--- src/hw/bcl_pkg.sv ---
package bcl_pkg;
  localparam int REG_AW = 16;
  localparam int REG_DW = 8;
  localparam int CFG_AW = 9;
  localparam int CFG_DEPTH = 512;

  // Clock rates and the cycle counts derived from them
  localparam int SYS_MHZ = 100;
  localparam int FLASH_SLOW_MHZ = 30;
  localparam int FLASH_FAST_MHZ = 60;
  localparam int FLASH_SLOW_HALF = (SYS_MHZ + 2 * FLASH_SLOW_MHZ - 1) / (2 * FLASH_SLOW_MHZ);
  localparam int FLASH_FAST_HALF = (SYS_MHZ + 2 * FLASH_FAST_MHZ - 1) / (2 * FLASH_FAST_MHZ);
  localparam int EE_KHZ = 100;
  localparam int EE_QUARTER = (SYS_MHZ * 1000 + 4 * EE_KHZ - 1) / (4 * EE_KHZ);
  localparam int STRAP_SETTLE = 4;

  // Register map
  localparam logic [REG_AW-1:0] REG_FLASH_CTL = 16'h2400;
  localparam logic [REG_AW-1:0] REG_BOOT_CTL = 16'h2401;
  localparam logic [REG_DW-1:0] FLASH_CTL_RESET = 8'h02;
  localparam logic [REG_DW-1:0] BOOT_CTL_RESET = 8'h00;
  localparam int FC_SPEED_BIT = 0;
  localparam int FC_CS_IDLE_BIT = 1;
  localparam int FC_EXEC_BIT = 2;
  localparam int FC_EE_BIT = 3;
  localparam int FC_DONE_BIT = 4;
  localparam int BC_DUAL_BIT = 0;
  localparam int BC_MODE3_BIT = 1;
  localparam int BC_RERUN_BIT = 7;

  // Serial flash probe
  localparam logic [7:0] FLASH_CMD_READ = 8'h03;
  localparam logic [7:0] FLASH_CMD_DUAL = 8'h3b;
  localparam logic [23:0] FLASH_SIG_ADDR = 24'h00fffa;
  localparam logic [23:0] FLASH_EXEC_ADDR = 24'h000000;
  localparam logic [31:0] FLASH_SIG = 32'h32444655;
  localparam logic [9:0] FLASH_CMD_BITS = 10'd32;
  localparam logic [9:0] FLASH_DUMMY_BITS = 10'd8;
  localparam logic [9:0] FLASH_SINGLE_CLKS = 10'd32;
  localparam logic [9:0] FLASH_DUAL_CLKS = 10'd16;

  // Two-wire configuration memory
  localparam logic [7:0] EE_DEV_WR = 8'ha0;
  localparam logic [7:0] EE_DEV_RD = 8'ha1;
  localparam logic [7:0] EE_START_ADDR = 8'h00;
  localparam logic [9:0] EE_LAST = 10'd511;
  localparam logic [8:0] EE_SIG1_BASE = 9'h0fc;
  localparam logic [8:0] EE_SIG2_BASE = 9'h17c;
  localparam logic [31:0] EE_SIG1 = 32'h61746132;
  localparam logic [31:0] EE_SIG2 = 32'h65636631;
  localparam logic [2:0] OP_START0 = 3'h0;
  localparam logic [2:0] OP_DEVW = 3'h1;
  localparam logic [2:0] OP_ADDR = 3'h2;
  localparam logic [2:0] OP_START1 = 3'h3;
  localparam logic [2:0] OP_DEVR = 3'h4;
  localparam logic [2:0] OP_READ = 3'h5;
  localparam logic [2:0] OP_STOP = 3'h6;

  typedef enum logic [4:0] {
    ST_STRAP = 5'h01,
    ST_FLASH = 5'h02,
    ST_FCHK = 5'h04,
    ST_EE = 5'h08,
    ST_DONE = 5'h10
  } bcl_state_t;
endpackage

--- src/hw/bcl_sync.sv ---
`timescale 1ns/1ps
module bcl_sync #(
  parameter int W = 2
) (
  input wire logic clk_sys,
  input wire logic resetn,
  input wire logic [W-1:0] d,
  output logic [W-1:0] q
);
  typedef struct packed {
    logic [W-1:0] s1;
    logic [W-1:0] s2;
  } bcl_sync_t;

  bcl_sync_t syncReg;
  bcl_sync_t syncNext;

  always_comb begin
    syncNext.s1 = d;
    syncNext.s2 = syncReg.s1;
  end

  always_ff @(posedge clk_sys or negedge resetn) begin
    if (!resetn) begin
      syncReg <= '0;
    end else begin
      syncReg <= syncNext;
    end
  end

  assign q = syncReg.s2;
endmodule

--- src/hw/bcl_cfg_mem.sv ---
`timescale 1ns/1ps
module bcl_cfg_mem (
  input wire logic clk_sys,
  input wire logic resetn,
  input wire logic we,
  input wire logic [bcl_pkg::CFG_AW-1:0] wrAddr,
  input wire logic [7:0] wrData,
  input wire logic [bcl_pkg::CFG_AW-1:0] rdAddr,
  output logic [7:0] rdData
);
  import bcl_pkg::*;

  // Array left without reset so it maps onto a plain RAM
  logic [7:0] mem [CFG_DEPTH];
  logic [7:0] rdReg;

  always_ff @(posedge clk_sys) begin
    if (we) begin
      mem[wrAddr] <= wrData;
    end
  end

  always_ff @(posedge clk_sys or negedge resetn) begin
    if (!resetn) begin
      rdReg <= 8'h00;
    end else begin
      rdReg <= mem[rdAddr];
    end
  end

  assign rdData = rdReg;
endmodule

--- src/hw/bcl_boot_loader.sv ---
// Design decision made here: strobed register access.
`timescale 1ns/1ps
module bcl_boot_loader (
  input wire logic clk_sys,
  input wire logic resetn,
  input wire logic [bcl_pkg::REG_AW-1:0] regAddr,
  input wire logic [bcl_pkg::REG_DW-1:0] regWrData,
  input wire logic regWr,
  input wire logic regRd,
  output logic [bcl_pkg::REG_DW-1:0] regRdData,
  input wire logic suspend,
  input wire logic [bcl_pkg::CFG_AW-1:0] cfgRdAddr,
  output logic [7:0] cfgRdData,
  output logic cfgValid,
  output logic execFromFlash,
  output logic bootDone,
  output logic hubAttach,
  output logic flashCsN,
  output logic flashClkOut,
  output logic flashClkOeN,
  output logic strapIoOut,
  output logic strapIoOeN,
  input wire logic strapIoIn,
  output logic strapIoPullDown,
  input wire logic flashDataIn,
  output logic flashDataInPullDown
);
  import bcl_pkg::*;

  typedef struct packed {
    bcl_state_t st;
    logic [9:0] cnt;
    logic [8:0] div;
    logic [3:0] bits;
    logic [1:0] q;
    logic [2:0] op;
    logic [31:0] shift;
    logic [1:0] smp;
    logic sck, sckOeN, csN;
    logic sdo, sdoOeN, sdoPd, diPd;
    logic speed, dual, mode3;
    logic execFlash, eeValid, sigOk, attach, done;
    logic [7:0] rdData;
    logic memWe;
    logic [8:0] memAddr;
    logic [7:0] memWd;
  } bcl_core_t;

  bcl_core_t coreReg;
  bcl_core_t coreNext;
  logic [1:0] pinSync;
  logic strapS;
  logic diS;
  logic tick;
  logic [8:0] reload;
  logic [9:0] dataStart;
  logic [9:0] totalClks;
  logic [7:0] status;

  // Shared strap/data-out pin and data-in pin come from outside the clock domain
  bcl_sync #(.W(2)) u_sync (
    .clk_sys(clk_sys), .resetn(resetn), .d({flashDataIn, strapIoIn}), .q(pinSync)
  );
  assign strapS = pinSync[0];
  assign diS = pinSync[1];

  bcl_cfg_mem u_mem (
    .clk_sys(clk_sys), .resetn(resetn), .we(coreReg.memWe), .wrAddr(coreReg.memAddr),
    .wrData(coreReg.memWd), .rdAddr(cfgRdAddr), .rdData(cfgRdData)
  );

  function automatic logic [8:0] eeSigByte(input logic [8:0] a);
    logic [4:0] sh;
    sh = {~a[1:0], 3'h0};
    if (a[8:2] == EE_SIG1_BASE[8:2]) begin
      eeSigByte = {1'b1, 8'(EE_SIG1 >> sh)};
    end else if (a[8:2] == EE_SIG2_BASE[8:2]) begin
      eeSigByte = {1'b1, 8'(EE_SIG2 >> sh)};
    end else begin
      eeSigByte = 9'h000;
    end
  endfunction

  assign status = {3'h0, coreReg.done, coreReg.eeValid, coreReg.execFlash, coreReg.csN,
                   coreReg.speed};
  assign tick = (coreReg.div == 9'h000);
  assign reload = (coreReg.st == ST_EE) ? 9'(EE_QUARTER - 1) :
                  coreReg.speed ? 9'(FLASH_FAST_HALF - 1) :
                  9'(FLASH_SLOW_HALF - 1);
  assign dataStart = coreReg.dual ? FLASH_CMD_BITS + FLASH_DUMMY_BITS : FLASH_CMD_BITS;
  assign totalClks = dataStart + (coreReg.dual ? FLASH_DUAL_CLKS : FLASH_SINGLE_CLKS);

  always_comb begin
    logic startFlash;
    logic [8:0] chk;
    logic [7:0] opByte;
    startFlash = 1'b0;
    chk = eeSigByte(coreReg.cnt[8:0]);
    opByte = (coreReg.op == OP_DEVW) ? EE_DEV_WR :
             (coreReg.op == OP_ADDR) ? EE_START_ADDR : EE_DEV_RD;
    coreNext = coreReg;
    coreNext.memWe = 1'b0;
    coreNext.smp = {coreReg.smp[0], 1'b0};
    coreNext.div = tick ? reload : coreReg.div - 9'h001;
    coreNext.rdData = 8'h00;
    if (regRd && regAddr == REG_FLASH_CTL) begin
      coreNext.rdData = status;
    end else if (regRd && regAddr == REG_BOOT_CTL) begin
      coreNext.rdData = {6'h00, coreReg.mode3, coreReg.dual};
    end
    if (regWr && regAddr == REG_BOOT_CTL) begin
      coreNext.dual = regWrData[BC_DUAL_BIT];
      coreNext.mode3 = regWrData[BC_MODE3_BIT];
      startFlash = regWrData[BC_RERUN_BIT] && coreReg.st == ST_DONE;
    end
    // Synchroniser adds two cycles, so samples are taken two cycles after the rising edge
    if (coreReg.smp[1]) begin
      coreNext.shift = coreReg.dual ? {coreReg.shift[29:0], diS, strapS}
                                    : {coreReg.shift[30:0], diS};
    end
    unique case (coreReg.st)
      ST_STRAP: begin
        coreNext.cnt = coreReg.cnt + 10'd1;
        if (coreReg.cnt == 10'(STRAP_SETTLE)) begin
          coreNext.speed = strapS;
          coreNext.sdoPd = 1'b0;
          startFlash = 1'b1;
        end
      end
      ST_FLASH: begin
        if (tick && !coreReg.sck) begin
          coreNext.sck = 1'b1;
          coreNext.cnt = coreReg.cnt + 10'd1;
          if (coreReg.cnt >= dataStart) begin
            coreNext.smp = {coreReg.smp[0], 1'b1};
          end
        end else if (tick && coreReg.cnt == totalClks) begin
          coreNext.sck = coreReg.mode3;
          coreNext.st = ST_FCHK;
        end else if (tick) begin
          coreNext.sck = 1'b0;
          if (coreReg.cnt != 10'd0 && coreReg.cnt < FLASH_CMD_BITS) begin
            coreNext.shift = {coreReg.shift[30:0], 1'b0};
            coreNext.sdo = coreReg.shift[30];
          end else if (coreReg.cnt >= FLASH_CMD_BITS && coreReg.dual) begin
            coreNext.sdoOeN = 1'b1;
          end
        end
      end
      ST_FCHK: begin
        if (coreReg.smp == 2'b00) begin
          coreNext.csN = 1'b1;
          coreNext.sdoOeN = 1'b0;
          coreNext.sdo = 1'b0;
          if (coreReg.shift == FLASH_SIG) begin
            coreNext.execFlash = 1'b1;
            coreNext.st = ST_DONE;
          end else begin
            coreNext.st = ST_EE;
            coreNext.op = OP_START0;
            coreNext.q = 2'h0;
            coreNext.bits = 4'h0;
            coreNext.cnt = 10'd0;
            coreNext.sigOk = 1'b1;
            coreNext.sck = 1'b0;
            coreNext.sckOeN = 1'b1;
            coreNext.sdoOeN = 1'b1;
          end
        end
      end
      ST_EE: begin
        if (tick) begin
          coreNext.q = coreReg.q + 2'h1;
          if (coreReg.op == OP_START0 || coreReg.op == OP_START1) begin
            if (coreReg.q == 2'h0) begin
              coreNext.sdoOeN = 1'b1;
              coreNext.sckOeN = 1'b1;
            end else if (coreReg.q == 2'h2) begin
              coreNext.sdoOeN = 1'b0;
            end else if (coreReg.q == 2'h3) begin
              coreNext.sckOeN = 1'b0;
              coreNext.op = coreReg.op + 3'h1;
            end
          end else if (coreReg.op == OP_STOP) begin
            if (coreReg.q == 2'h0) begin
              coreNext.sdoOeN = 1'b0;
              coreNext.sckOeN = 1'b0;
            end else if (coreReg.q == 2'h1) begin
              coreNext.sckOeN = 1'b1;
            end else if (coreReg.q == 2'h2) begin
              coreNext.sdoOeN = 1'b1;
            end else begin
              coreNext.eeValid = coreReg.sigOk;
              coreNext.st = ST_DONE;
            end
          end else begin
            if (coreReg.q == 2'h0) begin
              coreNext.sckOeN = 1'b0;
              if (coreReg.op == OP_READ) begin
                coreNext.sdoOeN = coreReg.bits != 4'h8 || coreReg.cnt == EE_LAST;
              end else begin
                coreNext.sdoOeN = coreReg.bits == 4'h8 ||
                                  opByte[3'h7 - coreReg.bits[2:0]];
              end
            end else if (coreReg.q == 2'h1) begin
              coreNext.sckOeN = 1'b1;
            end else if (coreReg.q == 2'h2) begin
              if (coreReg.op != OP_READ && coreReg.bits == 4'h8 && strapS) begin
                // No acknowledge: nothing on the bus, fall back to defaults
                coreNext.st = ST_DONE;
                coreNext.sckOeN = 1'b1;
                coreNext.sdoOeN = 1'b1;
              end else if (coreReg.op == OP_READ && coreReg.bits != 4'h8) begin
                coreNext.shift[7:0] = {coreReg.shift[6:0], strapS};
              end
            end else begin
              coreNext.sckOeN = 1'b0;
              coreNext.bits = (coreReg.bits == 4'h8) ? 4'h0 : coreReg.bits + 4'h1;
              if (coreReg.bits == 4'h8 && coreReg.op != OP_READ) begin
                coreNext.op = coreReg.op + 3'h1;
              end else if (coreReg.bits == 4'h8) begin
                coreNext.memWe = 1'b1;
                coreNext.memAddr = coreReg.cnt[8:0];
                coreNext.memWd = coreReg.shift[7:0];
                if (chk[8] && chk[7:0] != coreReg.shift[7:0]) begin
                  coreNext.sigOk = 1'b0;
                end
                coreNext.cnt = coreReg.cnt + 10'd1;
                if (coreReg.cnt == EE_LAST) begin
                  coreNext.op = OP_STOP;
                end
              end
            end
          end
        end
      end
      ST_DONE: begin
        coreNext.attach = 1'b1;
        coreNext.done = 1'b1;
        coreNext.csN = 1'b1;
        if (coreReg.eeValid) begin
          coreNext.sckOeN = 1'b1;
          coreNext.sdoOeN = 1'b1;
        end else if (suspend) begin
          coreNext.sckOeN = 1'b0;
          coreNext.sdo = 1'b0;
          coreNext.sdoOeN = coreReg.speed;
        end else begin
          coreNext.sck = coreReg.mode3;
          coreNext.sckOeN = 1'b0;
          coreNext.sdoOeN = 1'b0;
        end
      end
    endcase
    if (startFlash) begin
      coreNext.st = ST_FLASH;
      coreNext.cnt = 10'd0;
      coreNext.div = reload;
      coreNext.smp = 2'b00;
      coreNext.csN = 1'b0;
      coreNext.sck = coreNext.mode3;
      coreNext.sckOeN = 1'b0;
      coreNext.sdoOeN = 1'b0;
      coreNext.execFlash = 1'b0;
      coreNext.eeValid = 1'b0;
      coreNext.attach = 1'b0;
      coreNext.done = 1'b0;
      // Control bits written together with the rerun request already shape this probe
      coreNext.shift = {coreNext.dual ? FLASH_CMD_DUAL : FLASH_CMD_READ, FLASH_SIG_ADDR};
      coreNext.sdo = coreNext.shift[31];
    end
  end

  always_ff @(posedge clk_sys or negedge resetn) begin
    if (!resetn) begin
      coreReg <= '0;
      coreReg.st <= ST_STRAP;
      coreReg.csN <= 1'b1;
      coreReg.sdoOeN <= 1'b1;
      coreReg.sdoPd <= 1'b1;
      coreReg.diPd <= 1'b1;
    end else begin
      coreReg <= coreNext;
    end
  end

  assign regRdData = coreReg.rdData;
  assign cfgValid = coreReg.eeValid;
  assign execFromFlash = coreReg.execFlash;
  assign bootDone = coreReg.done;
  assign hubAttach = coreReg.attach;
  assign flashCsN = coreReg.csN;
  assign flashClkOut = coreReg.sck;
  assign flashClkOeN = coreReg.sckOeN;
  assign strapIoOut = coreReg.sdo;
  assign strapIoOeN = coreReg.sdoOeN;
  assign strapIoPullDown = coreReg.sdoPd;
  assign flashDataInPullDown = coreReg.diPd;
endmodule

--- config.mk ---
export PLATFORM = sky130hd
export DESIGN_NAME = bcl_boot_loader
export DESIGN_NICKNAME = d
export VERILOG_FILES = /design/src/hw/bcl_pkg.sv /design/src/hw/bcl_sync.sv /design/src/hw/bcl_cfg_mem.sv /design/src/hw/bcl_boot_loader.sv
export SDC_FILE = /design/constraint.sdc
export NUM_CORES = 2
export LEC_CHECK = 0
export BUFFER_PORTS_ARGS = -buffer_cell sky130_fd_sc_hd__buf_2
export CORE_MARGIN = 2
export CORE_UTILIZATION = 40
export CTS_CLUSTER_DIAMETER = 120
export DETAILED_ROUTE_END_ITERATION = 10
export PLACE_DENSITY_LB_ADDON = 0.12
export SYNTH_ARGS = -nofsm -noshare
export SYNTH_HDL_FRONTEND = slang
export SYNTH_SLANG_ARGS = --single-unit
--- constraint.sdc ---
create_clock -name clk_sys -period 8.2 [get_ports clk_sys]
set_input_delay 1.64 -clock clk_sys [delete_from_list [all_inputs] [get_ports clk_sys]]
set_output_delay 1.64 -clock clk_sys [all_outputs]
set_load 0.02 [all_outputs]
# Word-level counts from Yosys, hierarchy flattened
# Memory sizes are Yosys's and may differ from the RTL's. A register that Yosys moved wholly into a read port is not among the register bits.
# Cells that the tools add are included.
# W data, S select, Z words.
# totals
reg_bits	111
mem_bits_rw	4096
input_bits	40
output_inout_bits	27
elab_cells	341
memories	1
# classes
add_sub_neg	7
magnitude_cmp	4
eq_ne	77
shifts	2
n_mux	164
bitwise_logic	7
reduce_logical	51
# mem_list
name	words	width	read_ports	rd_ports_with_merged_regs	write_ports	line_no	rtl
u_mem.mem	512	8	1	1	1	bcl_cfg_mem.sv:14	logic [7:0] mem [CFG_DEPTH];
# op_table
op	count
$mux W32	6
$mux W18	9
$mux W8	11
$mux W15	5
$mux W1	65
$shr A31 B5 Y8 const A	2
$mux W10	6
$mux W5	11
$mux W9	6
$mux W24	2
$pmux W10 S4	1
$mux W39	1
$ne A3 B3 Y1 const B	13
$mux W3	11
$ne A3 B2 Y1 const B	11
$reduce_and A11 Y1	3
$eq A16 B14 Y1 const B	2
$eq A32 B30 Y1 const B	1
$mux W4	7
$reduce_and A12 Y1	2
$mux W2	11
$ne A4 B1 Y1 const B	5
$ne A2 B2 Y1 const B	9
$pmux W9 S2	1
65 further kinds	111

# Longest topological paths before layout
# logic_depth
ltp_word	17
ltp_mapped	12
ltp_nobuf	9

# Hierarchy
# From an unflattened synthesis, not the netlist that was laid out.
# unflattened
cells_unflattened	8759
area_unflattened_um2	166661.1
# by_module_without_submodules
module	instances	cells_per_inst	area_each_um2	seq_area_each_um2
bcl_cfg_mem	1	8030	159960.9	123198.2
bcl_boot_loader	1	725	6600.1	2582.5
bcl_sync	1	4	100.1	100.1

# Worst setup path before layout
# OpenSTA, ideal clock, no wires.
# synth_path
kind	reg2reg
from	register coreReg[0] (netlist bit)
to	memory u_mem.mem[0][0] (data pin)
arrival_time_ns	6.064
t_required_ns	6.796
path_slack_ns	0.731
path_stages_with_launch	1
period_less_slack_ns	7.469
cell_sequence	dfrtp_1
# synth_rtl
item	line_no	rtl
start, declared	bcl_boot_loader.sv:49	bcl_core_t coreReg;
start signal, assigned	bcl_boot_loader.sv:283	coreReg <= coreNext;
end, declared	bcl_cfg_mem.sv:14	
# No word-level cell before the write port.

==> flow_metrics.tcl <==
set metrics [dict create \
    outcome "finished, violations left" \
    violations "max-capacitance violations, max-slew violations" \
    postRouteAntennaNets 0 \
    fillers 35300 \
    p_int_uw 34700 \
    cp_top_family "compound AO/OA/AOI/OAI gates" \
    seq_area_sq_um 126000 \
    initial_core_util 0.402 \
    final_layout_size_suffix_gt1_frac 0.170 \
    cp-end-kind "flop" \
    hpwl_um 274000 \
    cts_buffer_depth 4 \
    root_buffer "clkbuf_16" \
    grt_pass1_vias 86400 \
    wirelength_um 459000 \
    totalNegativeSetupSlack_ns 0 \
    postSynth.asyncResetShare 0.0273 \
    slew_headroom -0.0200 \
    critPathBufInv 3 \
    detail_route.wl_per_cell_um 31.1 \
    hold_violations 0 \
    rows 236 \
    path_cells "clkbuf_8 > nand2b_4 > buf_4 > o221ai_1 > a21oi_1 > a2111oi_0 > buf_4 > nand4_1 > nor2_1 > o211a_1" \
    syn-cell-area_sq_um 166000 \
    rsz0062_at_grt "no" \
    powerDensity_nw_per_um2 235 \
    worstPathRequired_ns 9.10 \
    synth_seq_cells 4211 \
    die_h_um 649 \
    hold_buffers 0 \
    first_pass_iters 8 \
    p_comb_frac 0.026 \
    synth_commonest_cells "edfxtp_1, mux2i_1, nor2_1, mux4_2, o221ai_1" \
    io_buffers 57 \
    drv_cap 1 \
    start_kind "input pin" \
    cts_resized 0 \
    hold_path_class "flop to flop" \
    fmax_mhz 176 \
    cp_common_cell "buf_4" \
    final-max-slew-violation-count 1 \
    dr_total_vias 85800 \
    highest_layer "met5" \
    clock_power_share 0.443 \
    yosysTopAreaCell "edfxtp_1" \
    via_per_inst 5.80 \
    yosysMostFrequentCell "edfxtp_1" \
    worstSetupPathType "input pin to flop" \
    power.leakage_uw 0.0495 \
    min_period_ns 5.67 \
    design.die.area_sq_um 421000 \
    cts_buffers 442 \
    tritoncts "done" \
    postCtsSetupRepairBufs 0 \
    worstPathMaxFanout 58 \
    grt.overflow.total 0 \
    yosys_warnings 0 \
    yosysSeqAreaShare 0.757 \
    cts_sinks 4211 \
    clk_pin_slew_ns 0.06 \
    vdd_ir_drop_max_uv 173 \
    synthCells 8837 \
    core-area_sq_um 413000 \
    synth_cell_types 91 \
    critPathSlowestCell "a2111oi_0" \
    pin_count 67 \
    antenna_found_initial 23 \
    synth.top_cells.by_area "edfxtp_1, mux4_2, mux2i_1, o221ai_1, dfrtp_1" \
    syn_area_per_cell_sq_um 18.8 \
    power_switching_uw 9180 \
    wl_met3_um 27800 \
    drt_iter0_markers 8607 \
    multi_input_area_sq_um 37500 \
    grt.total_usage 0.213 \
    clock_latency_ns 0.99 \
    grt_pass1_wl_um 651000 \
    gp_congestion 0.807 \
    worst_pin_slew_ns 1.49 \
    dr_wl_met2_um 219000 \
    nets 8997 \
    cts_htree_levels 5 \
    ys.flop_type "edfxtp_1" \
    synth_top_area_frac 0.740 \
    wl_met1_um 201000 \
    setup_viol 0 \
    die_x_um 649 \
    p_total_uw 43800 \
    arrival_ns 6.57 \
    slowest_delay_ns 1.20 \
    grt_max_degree 193 \
    skew_ns 0.0457 \
    drc 0 \
    seqPwrFrac 0.531 \
    synth_edf_count 4096 \
    synthToLayoutAreaGrowth_pct 12.2 \
    sw_frac_of_total 0.209 \
    post-route-period-util 0.692 \
]
==> metal layers <==
layer	vias to the layer above	GRT usage
met2	2746	0.344
met3	550	0.0300
met1	46000	0.307
met5	-	0
li1	36500	-
met4	6	0.0522
==> layout by cell type (no fill, tap or decap), types with 12 or more instances in the layout <==
master / n
clkinv_1: 109
clkinv_2: 83
o21ai_1: 26
o221ai_1: 365
nand2_4: 12
nand2_1: 251
nand3_1: 77
ha_1: 18
a31oi_1: 26
clkbuf_16: 446
nor3_1: 118
clkbuf_1: 100
mux2_2: 26
edfxtp_1: 4096
buf_4: 135
inv_1: 34
nor2_1: 705
or3_1: 18
buf_12: 40
mux4_2: 658
nand4_1: 54
buf_2: 52
a21oi_1: 207
dfrtp_1: 103
o21ai_0: 184
a22oi_1: 53
bufinv_16: 32
o22ai_1: 187
mux2i_1: 778
o211a_1: 14
==> path summary, 6_finish.rpt <==
| path | startpoint | to | slack [ns] | cells past startpoint |
|---|---|---|---|---|
| min in group asynchronous | resetn | u_sync.syncNext[1]$_DFF_PN0_ | 0.71 | 1 |
| setup / recovery | cfgRdAddr[2] | u_mem.rdData[7]$_DFF_PN0_ | 2.53 | 10 |
| hold reg to reg | u_sync.syncNext[0]$_DFF_PN0_ | u_sync.q[0]$_DFF_PN0_ | 0.34 | 0 |
| setup reg to reg | coreReg[11]$_DFFE_PN0P_ | u_mem.mem[99][6]$_DFFE_PP_ | 4.30 | 4 |
| max in group asynchronous | resetn | u_mem.rdData[7]$_DFF_PN0_ | 6.28 | 2 |
| hold / removal | u_sync.syncNext[0]$_DFF_PN0_ | u_sync.q[0]$_DFF_PN0_ | 0.34 | 0 |
==> cell families (layout without fill, tap and decap cells) <==
kind of cell             count (synthesis)  in the layout  synth area share
AO/OA/AOI/OAI                         1165           1165            0.0486
XOR/XNOR                                 8              8          0.000421
other                                    2             11         0.0000452
AND/OR/NAND/NOR                       1358           1358            0.0361
buffers and inverters                  612           1077            0.0184
adder cells (fa/ha/maj)                 18             18           0.00135
multiplexers                          1463           1463             0.138
flip-flops                            4211           4211             0.757
==> flip-flops by register name, summed over array words and instances (netlist names) <==
signal,cells
coreReg,89
u_mem.rdData,8
u_sync.syncNext,2
u_mem.mem,4096
flashClkOut,1
strapIoOut,1
strapIoPullDown,1
regRdData,5
flashCsN,1
cfgValid,1
execFromFlash,1
hubAttach,1
strapIoOeN,1
u_sync.q,2
flashClkOeN,1
==> power by group through the flow <==
| stage | Combinational (uW) | Sequential (uW) | Clock, uW |
|---|---|---|---|
| 2_1_floorplan | 736 | 23700 | 0 |
| 3_3_place_gp | 1150 | 23700 | 0 |
| 3_5_place_dp | 1150 | 23700 | 0 |
| 4_1_cts | 1150 | 23300 | 19800 |
| 5_1_grt | 1200 | 23300 | 20600 |
| 6_report | 1140 | 23300 | 19400 |
==> area by class of cell <==
type,count,share of cell area
inverter,37,0.000792
antenna,7,0.0000940
clock inverter,254,0.0119
sequential,4211,0.675
clock buffer,555,0.0625
timing repair buffer,231,0.0114
tap,5474,0.0367
multi-input combinational,4016,0.201
==> per-stage QoR <==
stage	setup slack (ns)	hold slack (ns)	instances	util	area, sq um
global placement	1.69	0.338	14000	0.417	173000
CTS	2.73	0.350	14800	0.451	186000
floorplan	0.731	0.331	8839	-	166000
detailed placement	1.68	0.335	14000	0.417	173000
global route	2.63	0.356	14800	0.451	186000
finish	2.53	0.344	14800	0.451	186000
==> worst register-to-register path, stage by stage, from the launching register on <==
cell	delay, ns
dfrtp_1	0.44
nor3b_1	1.00
nand3_4	0.63
buf_4	0.61
nor2_1	0.84
Power figures use the tool's default switching activity.
